--- src/rtl/duty_div_pkg.sv ---
// shared types and constants for the cascaded duty-corrected divider
package duty_div_pkg;

    // ------------------------------------------------------------------
    // field widths
    // ------------------------------------------------------------------
    localparam int CNT_W = 4;
    localparam int RATIO_W = 3;
    localparam int STAGE_DIV_W = 6;
    localparam int CHAN_DIV_W = 11;

    // ------------------------------------------------------------------
    // values after reset and fixed figures
    // ------------------------------------------------------------------
    localparam logic [CNT_W-1:0] CNT_RST = 4'h0;
    localparam logic [CNT_W-1:0] CNT_ONE = 4'h1;
    localparam logic [STAGE_DIV_W-1:0] STAGE_DIV_BYPASS = 6'h01;
    localparam logic [STAGE_DIV_W-1:0] STAGE_DIV_OFFSET = 6'h02;
    localparam logic [CHAN_DIV_W-1:0] CHAN_DIV_RST = 11'h001;
    localparam logic [CHAN_DIV_W-1:0] CHAN_DIV_MAX = 11'h400;
    localparam logic DUTY_FIX_EN_RST = 1'b1;
    localparam logic [RATIO_W-1:0] VCO_RATIO_OFFSET = 3'h2;
    localparam int SYNC_STAGES = 2;

    // ------------------------------------------------------------------
    // carriers
    // ------------------------------------------------------------------
    // a divided clock as seen on the system clock: level plus edge pulses
    typedef struct packed {
        logic level;
        logic rise;
        logic fall;
    } clk_track_t;

    // one stage's programming; counts hold cycles minus one
    typedef struct packed {
        logic [CNT_W-1:0] high_cnt;
        logic [CNT_W-1:0] low_cnt;
        logic bypass;
    } stage_cfg_t;

    typedef enum logic {
        PH_LOW,
        PH_HIGH
    } phase_t;

endpackage : duty_div_pkg

--- src/rtl/cascaded_divider_duty_correction.sv ---
// channel divider: optional prescaler, two cascaded stages, duty fix
//
// How it works
// With duty fix, an even stage is programmed with low count equal to high.
// With duty fix, an odd stage is programmed with low count one above high.
// If one stage alone is bypassed, software bypasses the second one.
// If one stage alone is even, software makes the second one even.
// No fix, prescaler only: even ratio 50%, ratio 3 33.3%, ratio 5 40%.
// No fix: high lasts high count plus one; last active stage sets duty.
// No fix, no prescaler, both bypassed: input duty passes unchanged.
// Fix on with 50% source: output is 50% for all legal settings.
// Fix on, stages bypassed: odd ratio 3 or 5 keeps part of input duty.
// Fix on: any even ratio or even stage gives exactly 50% output.
// Count fields hold cycles minus one; stage division is high+low+2.
// Channel division is the product of stage divisions, at most 1024.
// Duty fix is on after reset; the disable input set to one turns it off.
// Stage two runs off stage one's output; counts reload each period.
// Odd stages with fix drop their output on the next opposite input edge.
module cascaded_divider_duty_correction (
    // clock and reset
    input wire logic sys_clk_i,
    input wire logic rst_n_i,
    // divider input clock, from a pin
    input wire logic div_in_clk_i,
    // prescaler settings
    input wire logic vco_div_used_i,
    input wire logic [duty_div_pkg::RATIO_W-1:0] vco_ratio_i,
    // stage settings
    input duty_div_pkg::stage_cfg_t stage1_cfg_i,
    input duty_div_pkg::stage_cfg_t stage2_cfg_i,
    input wire logic duty_fix_disable_i,
    // divided clock and status
    output logic div_out_o,
    output logic [duty_div_pkg::CHAN_DIV_W-1:0] channel_div_o,
    output logic duty_fix_active_o
);

    // ------------------------------------------------------------------
    // input capture
    // ------------------------------------------------------------------
    logic in_meta;
    logic in_sync;
    logic in_prev;
    duty_div_pkg::clk_track_t src_track;

    // the edge detector only looks at the second and third flops
    always_ff @(posedge sys_clk_i) begin
        if (!rst_n_i) begin
            in_meta <= 1'b0;
            in_sync <= 1'b0;
            in_prev <= 1'b0;
        end else begin
            in_meta <= div_in_clk_i;
            in_sync <= in_meta;
            in_prev <= in_sync;
        end
    end

    always_comb begin
        src_track.level = in_sync;
        src_track.rise = in_sync & ~in_prev;
        src_track.fall = ~in_sync & in_prev;
    end

    // ------------------------------------------------------------------
    // duty fix enable
    // ------------------------------------------------------------------
    logic duty_fix_en;

    always_ff @(posedge sys_clk_i) begin
        if (!rst_n_i) begin
            duty_fix_en <= duty_div_pkg::DUTY_FIX_EN_RST;
        end else begin
            duty_fix_en <= ~duty_fix_disable_i;
        end
    end

    // ------------------------------------------------------------------
    // prescaler as a stage: ratio r gives high (r/2)-1, low the rest
    // ------------------------------------------------------------------
    logic [duty_div_pkg::RATIO_W-1:0] vco_high;
    logic [duty_div_pkg::RATIO_W-1:0] vco_low;
    duty_div_pkg::stage_cfg_t vco_cfg;

    // odd ratios put the extra cycle into the low part: 3 -> 1/3, 5 -> 2/5
    always_comb begin
        vco_high = (vco_ratio_i >> 1) - 3'h1;
        vco_low = vco_ratio_i - duty_div_pkg::VCO_RATIO_OFFSET - vco_high;
        vco_cfg.high_cnt = {1'b0, vco_high};
        vco_cfg.low_cnt = {1'b0, vco_low};
        vco_cfg.bypass = ~vco_div_used_i;
    end

    duty_div_pkg::clk_track_t vco_track;
    duty_div_pkg::clk_track_t st1_track;
    duty_div_pkg::clk_track_t st2_track;

    // the prescaler gets the same late-fall fix, giving (1+X)/3 and (2+X)/5
    divider_stage u_vco_div (
        .sys_clk_i(sys_clk_i),
        .rst_n_i(rst_n_i),
        .in_i(src_track),
        .cfg_i(vco_cfg),
        .duty_fix_i(duty_fix_en),
        .out_o(vco_track)
    );

    // ------------------------------------------------------------------
    // cascaded stages
    // ------------------------------------------------------------------
    divider_stage u_stage1 (
        .sys_clk_i(sys_clk_i),
        .rst_n_i(rst_n_i),
        .in_i(vco_track),
        .cfg_i(stage1_cfg_i),
        .duty_fix_i(duty_fix_en),
        .out_o(st1_track)
    );

    // stage two sees stage one's output, or its input when bypassed
    divider_stage u_stage2 (
        .sys_clk_i(sys_clk_i),
        .rst_n_i(rst_n_i),
        .in_i(st1_track),
        .cfg_i(stage2_cfg_i),
        .duty_fix_i(duty_fix_en),
        .out_o(st2_track)
    );

    // ------------------------------------------------------------------
    // outputs
    // ------------------------------------------------------------------
    logic [duty_div_pkg::STAGE_DIV_W-1:0] st1_div;
    logic [duty_div_pkg::STAGE_DIV_W-1:0] st2_div;
    logic [duty_div_pkg::CHAN_DIV_W-1:0] next_channel_div;

    always_comb begin
        st1_div = stage1_cfg_i.bypass ? duty_div_pkg::STAGE_DIV_BYPASS
            : ({2'h0, stage1_cfg_i.high_cnt} + {2'h0, stage1_cfg_i.low_cnt}
               + duty_div_pkg::STAGE_DIV_OFFSET);
        st2_div = stage2_cfg_i.bypass ? duty_div_pkg::STAGE_DIV_BYPASS
            : ({2'h0, stage2_cfg_i.high_cnt} + {2'h0, stage2_cfg_i.low_cnt}
               + duty_div_pkg::STAGE_DIV_OFFSET);
        // 32 x 32 is the largest product, which fits in eleven bits
        next_channel_div = 11'(st1_div * st2_div);
    end

    always_ff @(posedge sys_clk_i) begin
        if (!rst_n_i) begin
            div_out_o <= 1'b0;
        end else begin
            div_out_o <= st2_track.level;
        end
    end

    always_ff @(posedge sys_clk_i) begin
        if (!rst_n_i) begin
            channel_div_o <= duty_div_pkg::CHAN_DIV_RST;
            duty_fix_active_o <= duty_div_pkg::DUTY_FIX_EN_RST;
        end else begin
            channel_div_o <= next_channel_div;
            duty_fix_active_o <= duty_fix_en;
        end
    end

endmodule : cascaded_divider_duty_correction

--- src/rtl/divider_stage.sv ---
// one programmable high/low divider stage with optional duty fix
module divider_stage (
    // clock and reset
    input wire logic sys_clk_i,
    input wire logic rst_n_i,
    // upstream divided clock and settings
    input duty_div_pkg::clk_track_t in_i,
    input duty_div_pkg::stage_cfg_t cfg_i,
    input wire logic duty_fix_i,
    // divided clock to the next stage
    output duty_div_pkg::clk_track_t out_o
);

    duty_div_pkg::phase_t phase;
    logic [duty_div_pkg::CNT_W-1:0] cnt;
    logic [duty_div_pkg::CNT_W-1:0] high_sh;
    logic [duty_div_pkg::CNT_W-1:0] low_sh;
    logic fix_sh;
    logic fall_pend;

    // counts advance on upstream rising edges only; the late fall of an
    // odd stage rides on the upstream falling edge, one upstream high time later
    always_ff @(posedge sys_clk_i) begin
        if (!rst_n_i) begin
            phase <= duty_div_pkg::PH_LOW;
            cnt <= duty_div_pkg::CNT_RST;
            high_sh <= duty_div_pkg::CNT_RST;
            low_sh <= duty_div_pkg::CNT_RST;
            fix_sh <= 1'b0;
            fall_pend <= 1'b0;
            out_o <= '0;
        end else if (cfg_i.bypass) begin
            out_o <= in_i;
            phase <= duty_div_pkg::PH_LOW;
            cnt <= duty_div_pkg::CNT_RST;
            high_sh <= duty_div_pkg::CNT_RST;
            low_sh <= duty_div_pkg::CNT_RST;
            fix_sh <= 1'b0;
            fall_pend <= 1'b0;
        end else begin
            out_o.rise <= 1'b0;
            out_o.fall <= 1'b0;
            if (fall_pend && in_i.fall) begin
                fall_pend <= 1'b0;
                out_o.level <= 1'b0;
                out_o.fall <= 1'b1;
            end
            if (in_i.rise) begin
                case (phase)
                    duty_div_pkg::PH_LOW: begin
                        if (cnt == low_sh) begin
                            // period boundary: take fresh counts
                            phase <= duty_div_pkg::PH_HIGH;
                            cnt <= duty_div_pkg::CNT_RST;
                            high_sh <= cfg_i.high_cnt;
                            low_sh <= cfg_i.low_cnt;
                            fix_sh <= duty_fix_i & (cfg_i.high_cnt[0] ^ cfg_i.low_cnt[0]);
                            fall_pend <= 1'b0;
                            out_o.level <= 1'b1;
                            out_o.rise <= 1'b1;
                        end else begin
                            cnt <= cnt + duty_div_pkg::CNT_ONE;
                        end
                    end
                    duty_div_pkg::PH_HIGH: begin
                        if (cnt == high_sh) begin
                            phase <= duty_div_pkg::PH_LOW;
                            cnt <= duty_div_pkg::CNT_RST;
                            if (fix_sh) begin
                                fall_pend <= 1'b1;
                            end else begin
                                out_o.level <= 1'b0;
                                out_o.fall <= 1'b1;
                            end
                        end else begin
                            cnt <= cnt + duty_div_pkg::CNT_ONE;
                        end
                    end
                    default: begin
                        phase <= duty_div_pkg::PH_LOW;
                    end
                endcase
            end
        end
    end

endmodule : divider_stage

--- config.mk ---
export PLATFORM = sky130hd
export DESIGN_NAME = cascaded_divider_duty_correction
export DESIGN_NICKNAME = d
export VERILOG_FILES = /design/src/rtl/duty_div_pkg.sv /design/src/rtl/cascaded_divider_duty_correction.sv /design/src/rtl/divider_stage.sv
export SDC_FILE = /design/constraint.sdc
export NUM_CORES = 1
export LEC_CHECK = 0
export BUFFER_PORTS_ARGS = -buffer_cell sky130_fd_sc_hd__buf_4
export CORE_MARGIN = 2
export CORE_UTILIZATION = 29
export DETAILED_ROUTE_END_ITERATION = 8
export HOLD_SLACK_MARGIN = 0.12
export SYNTH_ARGS = -nofsm -noshare
export SYNTH_HDL_FRONTEND = slang
export SYNTH_SLANG_ARGS = --single-unit
--- constraint.sdc ---
create_clock -name sys_clk_i -period 4.6 [get_ports sys_clk_i]
set_clock_uncertainty 0.15 [all_clocks]
set_input_delay 0.23 -clock sys_clk_i [delete_from_list [all_inputs] [get_ports sys_clk_i]]
set_output_delay 0.23 -clock sys_clk_i [all_outputs]
set_load 0.02 [all_outputs]
==> results.ini, run 1 <==
[logic_synthesis]
synth_edf_count=0
synth_area_leaders=dfxtp_1, ha_1, fa_1
yosysMostFrequentCell=dfxtp_1
synth_warnings=0
syn_area_sq_um=4380
synthTopCellsByCount=dfxtp_1, a21oi_1, inv_1
synth_cell_types=51
ys_ff_latch=67
avgSynthCellArea_sq_um=8.60
async_flop_share_pct=0
seq_area_frac_synth_pct=30.6
syn_inst=509
dominantRegCellSynth=dfxtp_1
synthesis.nets=593
yosysTopAreaCell=dfxtp_1
yosys.area.top_type_share_pct=30.6

[worst_setup_path]
worst_ep_required_time_ns=4.71
r2r-end=u_stage2.out_o[2]
r2r-start=u_stage1.out_o[1]
critPathKind=in -> reg
cp-end-kind=register
ff2ff_setup_slack_ns=2.63
arrival_ns=4.45
reg2reg_depth=4
start_kind=input port
critPathMaxFanout=4

[route]
dr.pass1.iters=4
route.detailed.drc=0
ant_nets=0
vias_per_cell=4.90
drt-wirelength-per-cell_microns=13.6
vias=3789
routed_wl_microns=10600
drt_iter0_drc=244

[sta]
fin_crit_sh_pct=94.4
slew_headroom_pct=46.4
drv_slew=0
fin_crit_ns=4.34
finalHoldViolations=0
worst_pin_slew_ns=0.802
setup_ws_ns=0.255
rsz0062_at_grt=no
setup_viol=0
fmax_ghz=0.230

[grt]
gr-usage-met2_pct=22.3
antenna_found_initial=0
grt_max_degree=30
grt_pass1_wl_microns=17700
grt_pass1_vias=3798
gr-usage-all-layers_pct=13.6
grt_use_met1_pct=17.1
top_usage_layer=met2
grt_util_met3_pct=4.18
overflow=0

[clock_network]
cts_sinks=67
cts-root-buf=clkbuf_16
htree_levels=3
cts_buffers=9
clk_latency_ns=0.34
postCtsSetupRepairBufs=0
clk_path_buf_depth=2
clk_pin_slew_ns=0.06
cts_tree=yes

[min_path]
min_path_type=in -> reg
min_path_cells=4
holdPathEnd=u_stage1.low_sh[1]
hold_start=stage1_cfg_i[2]

[floorplan]
initial_core_util_pct=29.9
die_x_microns=127
dieArea_sq_um=16100
io_pins=39
rows=44
die_y_microns=127
core-area_sq_um=14600

[finish]
final_nets=669
drive_gt1_share_pct=15.8
n_antenna_cell=0
layout.cells.non_filler=774
final_area_sq_um=5500
nFillCells=1496
syn_to_final_growth_pct=25.5

[pwr]
cellLeakagePower_uw=0.00231
swShare_pct=29.7
vdd_drop_max_mv=0.145
p_switching_uw=481
power.internal_uw=1140
power_frac_clock_pct=39.2
p_seq_share_pct=37.7
p_per_area_nw_per_um2=295
p_comb_share_pct=23.1

[run]
drv_cap=0

[place]
dp.cells=737
globalplace.congestion=0.821
pre_cts_ws_ns=-0.149
dpl_cell_area_sq_um=4990
io_buffer_count=38
dp_hpwl_microns=7720

[status]
status=finished, final reports clean

-- power by group through the flow --
stage	registers (uW)	clock network (uW)	logic [uW]
global placement	623	0	350
CTS	611	658	371
detailed placement	623	0	354
global route	613	685	423
floorplan	641	0	198
finish	611	636	375
-- cell usage in the layout, fill, tap and decap left out, types with 7 or more instances in the layout --
master          n
fa_1           18
inv_1          43
buf_4          62
and2_1          8
nand2_1        19
xnor2_1        28
ha_1           40
nor3_1         12
nand2b_1       13
nor2b_1         7
clkbuf_16       9
a21oi_1        42
and3_1          8
nor2_1         30
xor2_1          8
dlygate4sd3_1  21
dfxtp_1        67
o21ai_0        33
a21o_1          9
nand4_1        15
nand3_1        30
-- logic make-up after synthesis --
kind of cell / share of synthesized area, %
XOR/XNOR: 7.57
flip-flops: 30.6
adder cells (fa/ha/maj): 19.7
AND/OR/NAND/NOR: 21.3
multiplexers: 0.457
AO/OA/AOI/OAI: 14.8
buffers and inverters: 5.66
-- timing repair --
item	in CTS	in global routing
hold buffers	21	0
hold endpoints to repair	26	0
resized for setup	0	6
setup endpoints to repair	0	3
-- final cells by class --
type                    count  area, sq um  area share [%]
repair buffers             83          676            12.3
flip-flops and latches     67         1340            24.4
inverters                  44          165            3.00
multi-input cells         380         2810            51.2
clock inverters             6         41.3           0.751
clock buffers              10          229            4.17
well taps                 184          230            4.19
-- routing by layer --
layer	vias to the layer above	wire length [microns]
li1	1932	-
met1	1785	4870
met2	64	5120
met3	8	434
met4	0	125
met5	-	0
-- flip-flops by register name (all words and copies together) (netlist names), 3 cells and up --
signal and cells:
channel_div_o 11, u_stage1.cnt 4, u_stage1.high_sh 4, u_stage1.low_sh 4, u_stage2.cnt 4, u_stage2.high_sh 4
u_stage2.low_sh 4, u_vco_div.cnt 4, u_stage1.out_o 3, u_vco_div.high_sh 3, u_vco_div.low_sh 3, u_vco_div.out_o 3
-- worst max-delay path by stage --
stage / depth (start not counted) / end / slack [ns] / from
after floorplan: 15 / channel_div_o[8] / 0.15 / stage2_cfg_i[3]
after global placement: 16 / channel_div_o[8] / -0.11 / stage2_cfg_i[3]
after detailed placement: 20 / channel_div_o[8] / -0.15 / stage1_cfg_i[2]
after CTS: 20 / channel_div_o[8] / 0.18 / stage1_cfg_i[2]
after global routing: 20 / channel_div_o[8] / 0.02 / stage1_cfg_i[2]
final: 16 / channel_div_o[8] / 0.26 / stage2_cfg_i[3]
-- critical path, cell delays in order --
cell and delay (ns):
buf_4 0.11, ha_1 0.30, ha_1 0.29, a21o_1 0.17
a21oi_1 0.18, xor2_1 0.14, or3_1 0.39, fa_1 0.51
fa_1 0.53, fa_1 0.54, inv_1 0.04, ha_1 0.25
a211oi_2 0.25, o21bai_1 0.12, a21oi_1 0.20, mux2i_1 0.20
-- stage by stage --
| step | util (%) | power, uW | hold slack [ns] | TNS, ns |
|---|---|---|---|---|
| after floorplan | - | 839 | 0.150 | 0 |
| after global placement | 34.1 | 973 | 0.248 | -0.334 |
| after detailed placement | 34.1 | 977 | 0.248 | -0.490 |
| after CTS | 37.4 | 1640 | 0.122 | 0 |
| after global routing | 37.5 | 1720 | 0.126 | 0 |
| final | 37.5 | 1620 | 0.146 | 0 |
No activity file was read; power rests on OpenSTA's default activity.
==> inputs of run 2 (changes only) <==
--- a/config.mk
+++ b/config.mk
@@ -6,7 +6,7 @@
 export NUM_CORES = 1
 export LEC_CHECK = 0
 export BUFFER_PORTS_ARGS = -buffer_cell sky130_fd_sc_hd__buf_4
-export CORE_MARGIN = 2
+export CORE_MARGIN = 3
 export CORE_UTILIZATION = 29
 export DETAILED_ROUTE_END_ITERATION = 8
 export HOLD_SLACK_MARGIN = 0.12
==> results.ini, run 2 (same netlist as run 1, synthesis figures left out) <==
[worst_setup_path]
r2r-end=u_vco_div.out_o[2]  ; was u_stage2.out_o[2]
cp-end-kind=register  ; unchanged
worst_ep_required_time_ns=4.71  ; about the same
cp-startpoint=stage2_cfg_i[2]  ; was stage2_cfg_i[3]
endpoint=channel_div_o[10]  ; was channel_div_o[8]
arrival_ns=4.46  ; was 4.45 ns
reg2reg_depth=4  ; unchanged
critPathKind=in -> reg  ; unchanged
ff2ff_setup_slack_ns=2.64  ; was 2.63 ns
critPathMaxFanout=4  ; unchanged
r2r-start=in_sync  ; was u_stage1.out_o[1]
start_kind=input port  ; unchanged

[clock_network]
htree_levels=3  ; unchanged
clk_latency_ns=0.34  ; about the same
clk_pin_slew_ns=0.05  ; was 0.06 ns
cts_buffers=9  ; unchanged
cts_sinks=67  ; unchanged
clk_path_buf_depth=2  ; unchanged
cts-root-buf=clkbuf_16  ; unchanged
cts_tree=yes  ; unchanged
postCtsSetupRepairBufs=0  ; unchanged

[sta]
slew_headroom_pct=45.0  ; was 46.4%
fin_crit_sh_pct=94.6  ; was 94.4%
worst_pin_slew_ns=0.823  ; was 0.802 ns
fin_crit_ns=4.35  ; was 4.34 ns
setup_viol=0  ; unchanged
drv_slew=0  ; unchanged
finalHoldViolations=0  ; unchanged
holdWs_ns=0.133  ; was 0.146 ns
fmax_ghz=0.230  ; about the same
setup_ws_ns=0.250  ; was 0.255 ns

[finish]
layout_commonest_cell=dfxtp_1  ; unchanged
final_nets=671  ; was 669
largest_register_ff_count=11  ; unchanged
layout.cells.non_filler=775  ; was 774
drive_gt1_share_pct=15.7  ; was 15.8%
final_cell_mix=dfxtp_1, buf_4, inv_1  ; unchanged
final_core_util_pct=37.5  ; unchanged
top_register=channel_div_o  ; unchanged
ff_latch_area_sq_um=1340  ; unchanged
nFillCells=1477  ; was 1496
syn_to_final_growth_pct=25.5  ; unchanged
multiInputGateArea_sq_um=2810  ; about the same
n_antenna_cell=0  ; unchanged

[floorplan]
die_x_microns=129  ; was 127 microns
io_pins=39  ; unchanged
initial_core_util_pct=29.9  ; unchanged
die_y_microns=129  ; was 127 microns
core-area_sq_um=14600  ; unchanged
rows=44  ; unchanged
dieArea_sq_um=16600  ; was 16100 sq um

[route]
routed_wl_microns=10300  ; was 10600 microns
dr.pass1.iters=5  ; was 4
ant_nets=0  ; unchanged
route.detailed.drc=0  ; unchanged
vias=3841  ; was 3789
vias_per_cell=4.96  ; was 4.90
drt_iter0_drc=218  ; was 244
drt-wirelength-per-cell_microns=13.3  ; was 13.6 microns

[grt]
grt_pass1_wl_microns=17300  ; was 17700 microns
overflow=0  ; unchanged
antenna_found_initial=0  ; unchanged
grt_max_degree=30  ; unchanged
grt_pass1_vias=3740  ; was 3798
gr-usage-all-layers_pct=12.7  ; was 13.6%

[pwr]
cellLeakagePower_uw=0.00232  ; was 0.00231 uW
vdd_drop_max_mv=0.201  ; was 0.145 mV
total_power_uw=1610  ; was 1620 uW
p_per_area_nw_per_um2=292  ; was 295 nW/um^2

[place]
io_buffer_count=38  ; unchanged
dp_hpwl_microns=7650  ; was 7720 microns
globalplace.congestion=0.825  ; was 0.821
dp.cells=741  ; was 737
pre_cts_ws_ns=-0.139  ; was -0.149 ns

[min_path]
min_path_type=in -> reg  ; unchanged

[run]
drv_cap=0  ; unchanged

[status]
status=finished, final reports clean  ; unchanged

## run 2: cell types whose count changed in the layout (fill, tap and decap cells not counted), sizes merged
cell	delta
clkbuf	+3
clkinv	-1
inv	-1
dlygate4sd3	-2
clkinvlp	-2
buf	+4
## run 2: timing repair
action	4_1_cts	5_1_grt
hold buffers	19	0
gates resized for setup	0	5
endpoints found under the setup margin	0	2
hold endpoints to repair	24	0
## run 2: area by class of cell
type,count,area share (%)
Multi-Input combinational cell,380,51.1
Clock inverter,2,0.228
Sequential cell,67,24.4
Clock buffer,13,4.55
Tap cell,184,4.19
Timing Repair Buffer,85,12.5
Inverter,44,3.00
## run 2: stage by stage
step,instance area (sq um),setup TNS [ns]
4_1_cts,5480,0
3_5_place_dp,5020,-0.440
2_1_floorplan,4380,0
6_report,5500,0
5_1_grt,5500,-0.116
3_3_place_gp,5020,-0.347
## run 2: where the power goes
part | internal (uW) | switching [uW] | total, uW
combinational | 173 | 199 | 372
clock | 376 | 249 | 624
sequential | 602 | 9.28 | 611
total | 1150 | 457 | 1610
## run 2: worst min path at each step
stage | startpoint | end | slack, ns | depth (start not counted)
floorplan | duty_fix_disable_i | duty_fix_en | 0.15 | 1
global placement | duty_fix_disable_i | duty_fix_en | 0.25 | 2
detailed placement | duty_fix_disable_i | duty_fix_en | 0.25 | 2
CTS | stage2_cfg_i[0] | u_stage2.out_o[2] | 0.12 | 3
global route | stage2_cfg_i[0] | u_stage2.out_o[2] | 0.15 | 3
finish | stage2_cfg_i[7] | u_stage2.high_sh[2] | 0.13 | 4
## run 2: worst max-delay path, cell delays in order
cell and delay [ns]:
buf_4 0.08, inv_1 0.03, ha_1 0.26, inv_1 0.03, ha_1 0.21, fa_1 0.41
xor2_1 0.16, nand2b_1 0.08, buf_4 0.15, nor3_1 0.23, fa_1 0.49, fa_1 0.55
inv_1 0.05, fa_1 0.53, inv_1 0.04, ha_1 0.19, buf_4 0.15, nor3_1 0.18
o21bai_1 0.12, a21o_1 0.17, mux2i_1 0.12
## run 2: per-layer routing
layer,global-route usage (%),vias up,routed length (microns)
met4,5.62,0,216
met3,2.99,18,410
met2,20.5,78,4900
met1,16.3,1819,4790
met5,0,-,0
li1,-,1926,-
==> inputs of run 3 (changes only) <==
--- a/config.mk
+++ b/config.mk
@@ -5,6 +5,7 @@
 export SDC_FILE = /design/constraint.sdc
 export NUM_CORES = 1
 export LEC_CHECK = 0
+export ABC_AREA = 1
 export BUFFER_PORTS_ARGS = -buffer_cell sky130_fd_sc_hd__buf_4
 export CORE_MARGIN = 3
 export CORE_UTILIZATION = 29
==> results.ini, run 3 <==
[worst_setup_path]
crit_slowest_cell=fa_1  ; unchanged
path_common_cell=inv_1
worst_ep_required_time_ns=4.71  ; about the same
cp-end-kind=register  ; unchanged
start_kind=input port  ; unchanged
critPathMaxFanout=4  ; unchanged
arrival_ns=4.44  ; was 4.46 ns
critPathKind=in -> reg  ; unchanged
max_stage_delay_ns=0.54  ; was 0.55 ns

[floorplan]
dieArea_sq_um=16100  ; was 16600 sq um
die_y_microns=127  ; was 129 microns
die_x_microns=127  ; was 129 microns
initial_core_util_pct=30.2  ; was 29.9%
core-area_sq_um=14100  ; was 14600 sq um
rows=43  ; was 44
io_pins=39  ; unchanged

[finish]
top_register=channel_div_o  ; unchanged
largest_register_ff_count=11  ; unchanged
final_cell_mix=inv_1, nand2_1, nor2_1  ; was dfxtp_1, buf_4, inv_1
syn_to_final_growth_pct=28.9  ; was 25.5%
drive_gt1_share_pct=13.7  ; was 15.7%
final_area_sq_um=5480  ; was 5500 sq um
layout_commonest_cell=inv_1  ; was dfxtp_1
nFillCells=1485  ; was 1477
n_antenna_cell=0  ; unchanged
final_nets=745  ; was 671

[route]
drt-wirelength-per-cell_microns=11.3  ; was 13.3 microns
drt_iter0_drc=172  ; was 218
vias=3696  ; was 3841
ant_nets=0  ; unchanged
route.detailed.drc=0  ; unchanged
routed_wl_microns=9530  ; was 10300 microns
dr.pass1.iters=5  ; unchanged
vias_per_cell=4.37  ; was 4.96

[logic_synthesis]
synth_warnings=0  ; unchanged
syn_inst=570  ; was 509
synth_edf_count=0  ; unchanged
ys_ff_latch=67  ; unchanged
synthTopCellsByCount=inv_1, nand2_1, nor2_1  ; was dfxtp_1, a21oi_1, inv_1
syn_area_sq_um=4250  ; was 4380 sq um
synthesis.nets=654  ; was 593
yosysMostFrequentCell=inv_1  ; was dfxtp_1
yosys.area.top_type_share_pct=31.5  ; was 30.6%
async_flop_share_pct=0  ; unchanged
synth_cell_types=32  ; was 51
avgSynthCellArea_sq_um=7.46  ; was 8.60 sq um
synth_area_leaders=dfxtp_1, ha_1, inv_1  ; was dfxtp_1, ha_1, fa_1
dominantRegCellSynth=dfxtp_1  ; unchanged
seq_area_frac_synth_pct=31.5  ; was 30.6%
yosysTopAreaCell=dfxtp_1  ; unchanged

[sta]
finalHoldViolations=0  ; unchanged
drv_slew=0  ; unchanged
rsz0062_at_grt=yes
fin_crit_ns=4.32  ; was 4.35 ns
setup_viol=0  ; unchanged
slew_headroom_pct=61.1  ; was 45.0%
fin_crit_sh_pct=94.0  ; was 94.6%
setup_ws_ns=0.278  ; was 0.250 ns
worst_pin_slew_ns=0.581  ; was 0.823 ns
fmax_ghz=0.231  ; was 0.230 GHz

[run]
drv_cap=0  ; unchanged

[grt]
grt_max_degree=24  ; was 30
grt_pass1_wl_microns=16300  ; was 17300 microns
grt_pass1_vias=3538  ; was 3740
overflow=0  ; unchanged
gr-usage-all-layers_pct=12.2  ; was 12.7%
antenna_found_initial=0  ; unchanged

[clock_network]
cts_sinks=67  ; unchanged
clk_path_buf_depth=2  ; unchanged
cts-root-buf=clkbuf_16  ; unchanged
htree_levels=3  ; unchanged
cts_buffers=9  ; unchanged
cts_tree=yes  ; unchanged
clk_pin_slew_ns=0.05  ; about the same
clk_latency_ns=0.33  ; was 0.34 ns
postCtsSetupRepairBufs=0  ; unchanged

[place]
globalplace.congestion=0.799  ; was 0.825
dpl_cell_area_sq_um=4840  ; was 5020 sq um
io_buffer_count=38  ; unchanged
pre_cts_ws_ns=-0.152  ; was -0.139 ns
dp_hpwl_microns=7140  ; was 7650 microns

[pwr]
cellLeakagePower_uw=0.00257  ; was 0.00232 uW
p_per_area_nw_per_um2=299  ; was 292 nW/um^2
vdd_drop_max_mv=0.191  ; was 0.201 mV
total_power_uw=1640  ; was 1610 uW

[min_path]
min_path_type=in -> reg  ; unchanged

[status]
status=finished, final reports clean  ; unchanged

==> run 3: cell types whose count changed in the layout (fill, tap and decap cells not counted), sizes merged, moves of 10 or more <==
cell and change:
nand2 +76, inv +59, nor2 +43, xnor2 -22, a21oi +13, dlygate4sd3 +13
nand2b -13, buf -12, nand4 -10
==> run 3: final timing paths <==
| check | startpoint | to | slack (ns) | cells after the start |
|---|---|---|---|---|
| hold reg to reg | in_meta | in_sync | 0.28 | 2 |
| setup / recovery | stage2_cfg_i[2] | channel_div_o[9] | 0.28 | 25 |
| setup reg to reg | u_stage1.cnt[3] | u_stage1.high_sh[0] | 2.30 | 8 |
| hold / removal | stage2_cfg_i[5] | u_stage2.fix_sh | 0.21 | 4 |
==> run 3: metal layers <==
metal  up-vias  global-route usage [%]  wire (microns)
met1      1648                    16.9            4800
met2        51                    19.2            4300
met3         9                    3.14             329
met4         0                    3.03             107
li1       1988                       -               -
met5         -                       0               0
==> run 3: area by class of cell <==
type	instances	area, sq um	area share [%]
clock inverter	5	52.6	0.959
multi-input combinational	391	2490	45.5
timing repair buffer	86	726	13.2
tap	180	225	4.11
sequential	67	1340	24.5
clock buffer	11	243	4.43
inverter	106	399	7.28
==> run 3: cells by family (layout without fill, tap and decap cells) <==
kind of cell	Yosys count	after routing	synth area share (%)
DFF	67	67	31.5
buffers and inverters	112	208	10.3
xor gates and xnor gates	17	17	3.50
and+or+nand+nor	216	216	21.9
adders and majority gates	58	58	20.2
AOI/OAI and AO/OA	100	100	12.5
==> run 3: what timing repair did <==
item / in CTS / in global routing
hold buffers: 32 / 0
hold endpoints to repair: 34 / 0
endpoints found under the setup margin: 0 / 5
resized for setup: 0 / 7
==> run 3: worst max-delay path: cells and delay by family <==
family | cells | cell delay (ns)
compound gates | 3 | 0.35
fa+ha+maj | 7 | 2.76
buf+inv | 7 | 0.38
simple gates | 8 | 0.68
==> run 3: power by group <==
part | switching (uW) | internal, uW | total, uW
Sequential | 12.4 | 604 | 616
Combinational | 191 | 155 | 346
Clock | 247 | 431 | 678
==> run 3: through the flow <==
stage               utilization [%]  hold slack (ns)  cells  setup TNS [ns]
finish                         38.9            0.215    846               0
global route                   38.9            0.275    846         -0.0203
CTS                            38.7            0.195    846               0
detailed placement             34.4            0.248    798          -0.396
global placement               34.4            0.246    798          -0.232
floorplan                         -            0.150    570               0
